==> src/tpw_pkg.sv <==
/*
 * Constants of the phase-correct PWM timer: register byte addresses,
 * field positions, reset values, mode codes and prescaler divisions.
 * Assumes a 32-bit AHB-Lite register bus, one word per register.
 */
package tpw_pkg;
	// ------------------------------------------------------------
	// Register byte addresses
	// ------------------------------------------------------------
	localparam logic [7:0] ADDR_CTL_A    = 8'h44;
	localparam logic [7:0] ADDR_CTL_A_IO = 8'h24;
	localparam logic [7:0] ADDR_CTL_B    = 8'h48;
	localparam logic [7:0] ADDR_CMP_A    = 8'h4c;
	localparam logic [7:0] ADDR_CMP_B    = 8'h50;
	localparam logic [7:0] ADDR_COUNT    = 8'h54;
	localparam logic [7:0] ADDR_STATUS   = 8'h58;
	localparam logic [7:0] ADDR_CLEAR    = 8'h5c;
	localparam logic [7:0] ADDR_ENABLE   = 8'h60;

	// ------------------------------------------------------------
	// Field positions
	// ------------------------------------------------------------
	localparam int OM_A_LSB  = 6;
	localparam int OM_B_LSB  = 4;
	localparam int WM_LSB    = 0;
	localparam int PRE_LSB   = 0;
	localparam int WM_HI_BIT = 3;
	localparam int DIR_A_BIT = 4;
	localparam int DIR_B_BIT = 5;
	localparam int DOWN_BIT  = 8;
	localparam int ST_OVF    = 0;
	localparam int ST_CMPA   = 1;
	localparam int ST_CMPB   = 2;

	// ------------------------------------------------------------
	// Reset values and codes
	// ------------------------------------------------------------
	localparam logic [7:0] CTL_RESET   = 8'h00;
	localparam logic [7:0] CMP_RESET   = 8'h00;
	localparam logic [2:0] MODE_PC_MAX = 3'h1;
	localparam logic [2:0] MODE_PC_CMP = 3'h5;
	localparam logic [7:0] TOP_FIXED   = 8'hff;
	localparam logic [7:0] BOTTOM      = 8'h00;
	localparam logic [1:0] OM_TOGGLE   = 2'h1;
	localparam logic [1:0] OM_NONINV   = 2'h2;
	localparam logic [1:0] OM_INV      = 2'h3;

	// Prescaler divisions minus one, for selects 1..5
	localparam logic [9:0] DIV_1_M1    = 10'h000;
	localparam logic [9:0] DIV_8_M1    = 10'h007;
	localparam logic [9:0] DIV_64_M1   = 10'h03f;
	localparam logic [9:0] DIV_256_M1  = 10'h0ff;
	localparam logic [9:0] DIV_1024_M1 = 10'h3ff;
endpackage : tpw_pkg

==> src/tpw_timer.sv <==
/*
 * Phase-correct PWM timer with two compare channels and AHB-Lite slave.
 * Assumes single-word AHB-Lite transfers on hclk; pins are driven
 * through output enables resolved outside.
 */
// The AHB-Lite register port was left to the implementer.
// Operation
// RULE_01: Phase-correct mode runs when waveform mode is 0x1 or 0x5.
// RULE_02: Counter goes up to TOP, then down to BOTTOM, repeatedly.
// RULE_03: TOP is 0xFF in mode 0x1, channel A compare in 0x5.
// RULE_04: Non-inverting: clear on up match, set on down match.
// RULE_05: Inverting: set on up match, clear on down match.
// RULE_06: Counter holds TOP for one tick, then decrements.
// RULE_07: Overflow flag sets each time the counter reaches BOTTOM.
// RULE_08: Output mode 0x2 gives non-inverted PWM, 0x3 inverted.
// RULE_09: Channel A toggles on match with low mode bit and high bit.
// RULE_10: Wave reaches pin only when the pin direction is output.
// RULE_11: Compare BOTTOM gives steady low, MAX steady high, inverted opposite.
// RULE_12: Compare leaving MAX forces the up-match level.
// RULE_13: Missed up match still gives the transition at BOTTOM.
// RULE_14: Fully synchronous to hclk, tick is a clock enable.
// RULE_15: Period is 510 ticks; tick divides by 1, 8, 64, 256, 1024.
// RULE_16: Control A at 0x44 (0x24 alias), fields 7:6, 5:4, 1:0.
// RULE_17: Compare equal TOP with high mode bit acts at TOP.
// RULE_18: Compare values buffered, loaded when counter is at TOP.
// RULE_19: Counter moves only on ticks, holds otherwise.
`timescale 1ns/1ps
module tpw_timer (
	// Clock and reset
	input  wire logic        hclk,
	input  wire logic        hresetn,
	// AHB-Lite slave
	input  wire logic        hsel,
	input  wire logic [31:0] haddr,
	input  wire logic [1:0]  htrans,
	input  wire logic        hwrite,
	input  wire logic [2:0]  hsize,
	input  wire logic [31:0] hwdata,
	input  wire logic        hready,
	output logic      [31:0] hrdata,
	output logic             hreadyout,
	output logic             hresp,
	// Waveform pins
	output logic             wave_pin_a,
	output logic             wave_pin_a_oe,
	output logic             wave_pin_b,
	output logic             wave_pin_b_oe,
	// Interrupt
	output logic             irq
);
	// ------------------------------------------------------------
	// State
	// ------------------------------------------------------------
	typedef struct packed {
		logic [7:0]  ctl_a;
		logic [7:0]  ctl_b;
		logic [7:0]  buf_a;
		logic [7:0]  buf_b;
		logic [7:0]  cmp_a;
		logic [7:0]  cmp_b;
		logic [7:0]  cnt;
		logic        down;
		logic [9:0]  pre;
		logic        tick;
		logic        wave_a;
		logic        wave_b;
		logic        pin_a;
		logic        oe_a;
		logic        pin_b;
		logic        oe_b;
		logic [2:0]  stat;
		logic [2:0]  en;
		logic        irq;
		logic [7:0]  waddr;
		logic        wr_pend;
		logic [31:0] rdata;
		logic        ready;
	} tpw_state_type;

	tpw_state_type r_reg;
	tpw_state_type r_next;

	// ------------------------------------------------------------
	// Helpers
	// ------------------------------------------------------------
	// Output after a match; up decides the slope
	function automatic logic f_match(
		input logic [1:0] om,
		input logic       up,
		input logic       tog_ok,
		input logic       cur
	);
		logic res;
		res = cur;
		unique case (om)
			tpw_pkg::OM_NONINV: res = !up;
			tpw_pkg::OM_INV:    res = up;
			tpw_pkg::OM_TOGGLE: res = tog_ok ? !cur : cur;
			default:            res = cur;
		endcase
		return res;
	endfunction : f_match

	function automatic logic [9:0] f_div(input logic [2:0] sel);
		logic [9:0] d;
		d = tpw_pkg::DIV_1_M1;
		unique case (sel)
			3'h2:    d = tpw_pkg::DIV_8_M1;
			3'h3:    d = tpw_pkg::DIV_64_M1;
			3'h4:    d = tpw_pkg::DIV_256_M1;
			3'h5:    d = tpw_pkg::DIV_1024_M1;
			default: d = tpw_pkg::DIV_1_M1;
		endcase
		return d;
	endfunction : f_div

	logic [2:0] mode_w;
	logic       pwm_w;
	logic [7:0] top_w;
	logic       at_top_w;
	logic       up_w;
	logic [1:0] om_a_w;
	logic [1:0] om_b_w;
	logic       match_a_w;
	logic       match_b_w;
	logic       acc_w;

	assign mode_w = {r_reg.ctl_b[tpw_pkg::WM_HI_BIT], r_reg.ctl_a[tpw_pkg::WM_LSB +: 2]};
	// RULE_01 mode decode
	assign pwm_w = (mode_w == tpw_pkg::MODE_PC_MAX) || (mode_w == tpw_pkg::MODE_PC_CMP);
	// RULE_03 top select
	assign top_w = (mode_w == tpw_pkg::MODE_PC_CMP) ? r_reg.cmp_a : tpw_pkg::TOP_FIXED;
	assign at_top_w = r_reg.cnt >= top_w;
	// RULE_17 match at top counts as down slope
	assign up_w = (r_reg.cnt == tpw_pkg::BOTTOM) || (!r_reg.down && !at_top_w);
	assign om_a_w = r_reg.ctl_a[tpw_pkg::OM_A_LSB +: 2];
	assign om_b_w = r_reg.ctl_a[tpw_pkg::OM_B_LSB +: 2];
	assign match_a_w = r_reg.cnt == r_reg.cmp_a;
	assign match_b_w = r_reg.cnt == r_reg.cmp_b;
	assign acc_w = hsel && hready && htrans[1];

	// ------------------------------------------------------------
	// Next state
	// ------------------------------------------------------------
	always_comb begin
		logic [9:0] lim;
		logic [2:0] sel;
		logic [2:0] set;
		logic [2:0] clr;
		lim = f_div(r_reg.ctl_b[tpw_pkg::PRE_LSB +: 3]);
		sel = r_reg.ctl_b[tpw_pkg::PRE_LSB +: 3];
		set = 3'h0;
		clr = 3'h0;
		r_next = r_reg;
		r_next.tick = 1'b0;

		// RULE_15 prescaler, select 0 or above 5 stops
		if (sel == 3'h0 || sel > 3'h5) begin
			r_next.pre = 10'h000;
		end else if (r_reg.pre >= lim) begin
			r_next.pre = 10'h000;
			r_next.tick = 1'b1;
		end else begin
			r_next.pre = r_reg.pre + 10'h001;
		end

		// RULE_14 tick used only as an enable
		if (r_reg.tick && pwm_w) begin
			// RULE_02 dual slope
			if (up_w && !at_top_w) begin
				r_next.down = 1'b0;
				r_next.cnt = r_reg.cnt + 8'h01;
			end else if (r_reg.cnt == tpw_pkg::BOTTOM) begin
				r_next.down = 1'b0;
			end else begin
				// RULE_06 top lasts one tick
				r_next.down = 1'b1;
				r_next.cnt = r_reg.cnt - 8'h01;
			end
			// RULE_07 overflow at bottom
			if (r_next.cnt == tpw_pkg::BOTTOM && r_reg.cnt != tpw_pkg::BOTTOM)
				set[tpw_pkg::ST_OVF] = 1'b1;
			// RULE_04 RULE_05 RULE_08 RULE_09 match actions
			if (match_a_w) begin
				set[tpw_pkg::ST_CMPA] = 1'b1;
				r_next.wave_a = f_match(om_a_w, up_w, r_reg.ctl_b[tpw_pkg::WM_HI_BIT], r_reg.wave_a);
			end
			if (match_b_w) begin
				set[tpw_pkg::ST_CMPB] = 1'b1;
				r_next.wave_b = f_match(om_b_w, up_w, 1'b0, r_reg.wave_b);
			end
			// RULE_11 RULE_13 period start level
			if (r_reg.cnt == tpw_pkg::BOTTOM) begin
				if (om_a_w[1] && !match_a_w)
					r_next.wave_a = !om_a_w[0];
				if (om_b_w[1] && !match_b_w)
					r_next.wave_b = !om_b_w[0];
			end
			if (at_top_w) begin
				// RULE_18 buffered compare load
				r_next.cmp_a = r_reg.buf_a;
				r_next.cmp_b = r_reg.buf_b;
				// RULE_12 leaving max
				if (om_a_w[1] && r_reg.cmp_a == tpw_pkg::TOP_FIXED && r_reg.buf_a != tpw_pkg::TOP_FIXED)
					r_next.wave_a = om_a_w[0];
				if (om_b_w[1] && r_reg.cmp_b == tpw_pkg::TOP_FIXED && r_reg.buf_b != tpw_pkg::TOP_FIXED)
					r_next.wave_b = om_b_w[0];
			end
		end
		// Other modes are not built: counter stands, compare loads at once
		if (!pwm_w) begin
			r_next.cmp_a = r_reg.buf_a;
			r_next.cmp_b = r_reg.buf_b;
		end

		// Bus: write takes effect one cycle after its address phase
		r_next.ready = 1'b1;
		r_next.wr_pend = 1'b0;
		if (r_reg.wr_pend) begin
			unique case (r_reg.waddr)
				tpw_pkg::ADDR_CTL_A,
				tpw_pkg::ADDR_CTL_A_IO: r_next.ctl_a = hwdata[7:0] & 8'hf3;
				tpw_pkg::ADDR_CTL_B:    r_next.ctl_b = hwdata[7:0] & 8'h3f;
				tpw_pkg::ADDR_CMP_A:    r_next.buf_a = hwdata[7:0];
				tpw_pkg::ADDR_CMP_B:    r_next.buf_b = hwdata[7:0];
				tpw_pkg::ADDR_COUNT:    r_next.cnt = hwdata[7:0];
				tpw_pkg::ADDR_CLEAR:    clr = hwdata[2:0];
				tpw_pkg::ADDR_ENABLE:   r_next.en = hwdata[2:0];
				default:                clr = 3'h0;
			endcase
		end
		r_next.rdata = 32'h0000_0000;
		if (acc_w && hwrite) begin
			// One wait state keeps a following read coherent
			r_next.wr_pend = 1'b1;
			r_next.ready = 1'b0;
			r_next.waddr = haddr[7:0];
		end else if (acc_w) begin
			unique case (haddr[7:0])
				tpw_pkg::ADDR_CTL_A,
				tpw_pkg::ADDR_CTL_A_IO: r_next.rdata[7:0] = r_reg.ctl_a;
				tpw_pkg::ADDR_CTL_B:    r_next.rdata[7:0] = r_reg.ctl_b;
				tpw_pkg::ADDR_CMP_A:    r_next.rdata[7:0] = r_reg.buf_a;
				tpw_pkg::ADDR_CMP_B:    r_next.rdata[7:0] = r_reg.buf_b;
				tpw_pkg::ADDR_COUNT:    r_next.rdata[8:0] = {r_reg.down, r_reg.cnt};
				tpw_pkg::ADDR_STATUS:   r_next.rdata[2:0] = r_reg.stat;
				tpw_pkg::ADDR_ENABLE:   r_next.rdata[2:0] = r_reg.en;
				default:                r_next.rdata = 32'h0000_0000;
			endcase
		end

		// Hardware set wins over software clear
		r_next.stat = (r_reg.stat & ~clr) | set;
		r_next.irq = |(r_next.stat & r_next.en);

		// RULE_10 pin gated by direction
		r_next.oe_a = r_reg.ctl_b[tpw_pkg::DIR_A_BIT] && (om_a_w[1] || (om_a_w[0] && r_reg.ctl_b[tpw_pkg::WM_HI_BIT]));
		// Disconnected modes keep a stale wave off the pin
		r_next.pin_a = r_next.oe_a && r_next.wave_a;
		r_next.oe_b = r_reg.ctl_b[tpw_pkg::DIR_B_BIT] && om_b_w[1];
		r_next.pin_b = r_next.oe_b && r_next.wave_b;
	end

	// ------------------------------------------------------------
	// Registers
	// ------------------------------------------------------------
	always_ff @(posedge hclk or negedge hresetn) begin
		if (!hresetn) begin
			r_reg <= '0;
			// RULE_16 control resets to zero
			r_reg.ctl_a <= tpw_pkg::CTL_RESET;
			r_reg.ctl_b <= tpw_pkg::CTL_RESET;
			r_reg.buf_a <= tpw_pkg::CMP_RESET;
			r_reg.buf_b <= tpw_pkg::CMP_RESET;
			r_reg.ready <= 1'b1;
		end else begin
			r_reg <= r_next;
		end
	end

	assign hrdata = r_reg.rdata;
	assign hreadyout = r_reg.ready;
	assign hresp = 1'b0;
	assign wave_pin_a = r_reg.pin_a;
	assign wave_pin_a_oe = r_reg.oe_a;
	assign wave_pin_b = r_reg.pin_b;
	assign wave_pin_b_oe = r_reg.oe_b;
	assign irq = r_reg.irq;

	logic cnt_wr_w;
	assign cnt_wr_w = r_reg.wr_pend && r_reg.waddr == tpw_pkg::ADDR_COUNT;
endmodule : tpw_timer

==> config.mk <==
export PLATFORM = sky130hd
export DESIGN_NAME = tpw_timer
export DESIGN_NICKNAME = d
export VERILOG_FILES = /design/src/tpw_pkg.sv /design/src/tpw_timer.sv
export SDC_FILE = /design/constraint.sdc
export NUM_CORES = 1
export LEC_CHECK = 0
export ABC_CLOCK_PERIOD_IN_PS = 7200
export BUFFER_PORTS_ARGS = -buffer_cell sky130_fd_sc_hd__clkbuf_2
export CAP_MARGIN = 10
export CORE_ASPECT_RATIO = 1.75
export CORE_MARGIN = 2
export CORE_UTILIZATION = 55
export DETAILED_ROUTE_END_ITERATION = 16
export PLACE_DENSITY = 0.8
export RECOVER_POWER = 50
export SYNTH_ARGS = -nofsm -noshare
export SYNTH_HDL_FRONTEND = slang
export SYNTH_SLANG_ARGS = --single-unit
==> constraint.sdc <==
create_clock -name hclk -period 7.2 [get_ports hclk]
set_input_delay 0 -clock hclk [delete_from_list [all_inputs] [get_ports hclk]]
set_output_delay 0 -clock hclk [all_outputs]
set_load 0.02 [all_outputs]
==> metrics.txt <==
run status finished with violations; CP Data Arrival Time 4290 ps; GRT Total Usage 27.5%; Post CTS Setup Buffer Count 0; Max clock buf depth 2; CP dominant cell by count clkbuf_1; synth-to-layout area growth 9.30%; post-detailed-route count of antenna-violating nets 0; top-area cell type share of the netlist area 42.4%; CP top delay family buffers and inverters; Synth Instances 570; Final Hold Vio Count 0; die footprint 11100 um2; Hold WC Path Type input pin to register; switch share approximately 28%; detailed-route wire length 14400 um; CP max FO 52; core outline area 9910 um2; slowest stage cell on the critical path clkbuf_1; Comb power frac a little over an eighth; failing checks max-capacitance violations, max-slew violations; fin util about three fifths; clock sinks 96; Rel. slew slack -82.9%; internal power 0.000887 W; number of distinct library cells after synthesis 59; GRT overflow 0; Switch Pwr 0.000347 W; first-pass GRT wire length between 20000 and 25000 um; DPL Wire Length about 10000 um; Layout Nets 703; RSZ-0062 raised after global routing false; ratio of final minimum period to clock period about three fifths; die width 80.3 um; worst slew pin tran approximately 2700 ps; Clock power frac 35.7%; max cap viols 2; Die Height 138 um; worst-skew pair later-pin latency 350 ps; Std-Cell Rows 48; fill count 797; leakage power 2.64 nW; ys async rst share 100%; Synth Warn # 0; number of buffers created by CTS 9; Antenna Diode Count 0; top cells by area, synth dfrtp_1 (42%), mux2_2 (11%), ha_1 (4.7%); Post-synth EDFFs 0; area of the mapped netlist 5610 um2; # setup viols final 0; Max Freq 0.226 GHz; VDD IR max 0.237 mV; RePlAce Congestion 0.953; I/O Pins 113; PD cells around 200 nW/um2; TritonCTS clock tree built; starting density of the core a little under three fifths; post-synthesis sequential area ratio 42.9%; DR WL/cell 19.5 um; vias 4589; largest net degree at the start of global routing 53; CP peak stage delay 2050 ps; cell taking the most area after synthesis dfrtp_1; Post-Route Setup TNS 0 ps; CTS clk-pin slew, worst paths 60 ps; Largest register FFs 74; Avg Cell Area, Syn 9.84 um2; critical path required time 7060 ps; sequential share of power 51.0%; drt initial violations approximately 480; Worst Setup Start Kind input pin; H-tree levels 3; post-layout min period between 4000 and 5000 ps; cell chain of the critical path dlygate4sd3_1, clkbuf_1, clkbuf_1; drt via density 6.22; share of cells above drive strength 1 16.5%; # port buffers 36; vias in the first global route 4660; # DRC 0; Setup Crit Path Kind input pin to async pin; Seq cells post-synth 96; Bufs and invs on worst path 3; Root Driver clkbuf_16; ys flop type dfrtp_1; CP endpoint kind async pin; Slew Limit Fails 99; Final Skew 10.1 ps; router iterations before antenna repair 7; initial antenna violation count 0
path summary, 6_finish.rpt:
| kind | start | to | slack (ps) | cells past startpoint |
|---|---|---|---|---|
| hold / removal | hwdata[4] | r_reg[71]$_DFF_PN0_ | 20 | 3 |
| min in group asynchronous | hresetn | irq$_DFF_PN0_ | 910 | 2 |
| hold reg to reg | r_reg[35]$_DFFE_PN0P_ | r_reg[35]$_DFFE_PN0P_ | 480 | 2 |
| setup reg to reg | mode_w[1]$_DFFE_PN0P_ | irq$_DFF_PN0_ | 3280 | 13 |
| setup / recovery | hresetn | r_reg[99]$_DFFE_PN0P_ | 2770 | 3 |
| max in group hclk | mode_w[1]$_DFFE_PN0P_ | irq$_DFF_PN0_ | 3280 | 13 |
logic make-up after synthesis:
family          count (synthesis)  share of synthesized area, %
mux                            60                          12.0
simple gates                  204                          17.4
other cells                     1                        0.0669
fa+ha+maj                      21                          4.68
buf+inv                        59                          6.20
compound gates                 96                          11.6
flops                          96                          42.9
xor+xnor                       33                          5.15
worst register-to-register path, delay by kind of cell (launching register included):
family                     cells  cell delay (ps)
adders and majority gates      1              270
DFF                            1              390
AOI/OAI and AO/OA              4              820
and+or+nand+nor                6             1780
buffers and inverters          1              180
muxes                          1              420
placed cells by master, fill, tap and decap left out, types with 8 or more instances in the layout:
| cell | n |
|---|---|
| dfrtp_1 | 95 |
| nand2_1 | 66 |
| mux2_2 | 56 |
| nor2_1 | 49 |
| xnor2_1 | 25 |
| nand3_1 | 24 |
| conb_1 | 24 |
| o21ai_0 | 22 |
| ha_1 | 21 |
| clkbuf_1 | 20 |
| clkbuf_2 | 20 |
| a21oi_1 | 14 |
| nand4_1 | 12 |
| a22oi_1 | 12 |
| dlygate4sd3_1 | 12 |
| clkbuf_16 | 9 |
| inv_1 | 8 |
| xor2_1 | 8 |
| a31oi_1 | 8 |
| and2_1 | 8 |
Yosys cell counts (12+ instances only):
cell       n
a22oi_1   12
nand3_1   24
ha_1      21
clkbuf_1  13
buf_4     33
o21ai_0   22
dfrtp_1   95
mux2_2    56
xnor2_1   25
nand4_1   12
nor2_1    49
nand2_1   66
a21oi_1   14
cell type report:
class	instances	area (um2)	area share [%]
sequential	96	2400	39.2
tap	125	156	2.55
clock buffer	11	233	3.80
inverter	9	33.8	0.551
multi-input combinational	438	2940	48.0
clock inverter	5	42.5	0.694
timing repair buffer	54	318	5.18
what timing repair did:
action | in CTS | in global routing
endpoints found under the hold margin | 61 | 0
setup endpoints to repair | 0 | 0
hold buffers | 12 | 0
gates resized for setup | 0 | 0
per-layer routing:
metal	track usage [%]	vias to the layer above	wire (um)
li1	-	2067	-
met1	28.6	2223	4940
met3	4.78	69	725
met5	0	-	0
met4	18.7	0	936
met2	49.4	230	7800
through the flow:
stage | worst slack, ps | area [um2] | hold slack [ps] | total power (W) | instances
floorplan | 4050 | 5700 | -296 | 0.000744 | 593
global placement | 3420 | 5760 | 11.0 | 0.000782 | 709
detailed placement | 3320 | 5760 | 25.8 | 0.000793 | 709
CTS | 3340 | 6150 | 9.34 | 0.00124 | 737
global route | 1730 | 6130 | 19.0 | 0.00129 | 738
finish | 2770 | 6130 | 21.5 | 0.00123 | 738
power groups by stage:
| stage | Sequential, W | Combinational [W] | Clock (W) |
|---|---|---|---|
| after global routing | 0.000633 | 0.000182 | 0.000470 |
| final | 0.000630 | 0.000164 | 0.000440 |
| after CTS | 0.000627 | 0.000164 | 0.000450 |
| after detailed placement | 0.000636 | 0.000156 | 0 |
| after global placement | 0.000633 | 0.000148 | 0 |
| after floorplan | 0.000612 | 0.000132 | 0 |
(Power assumes the default switching activity.)
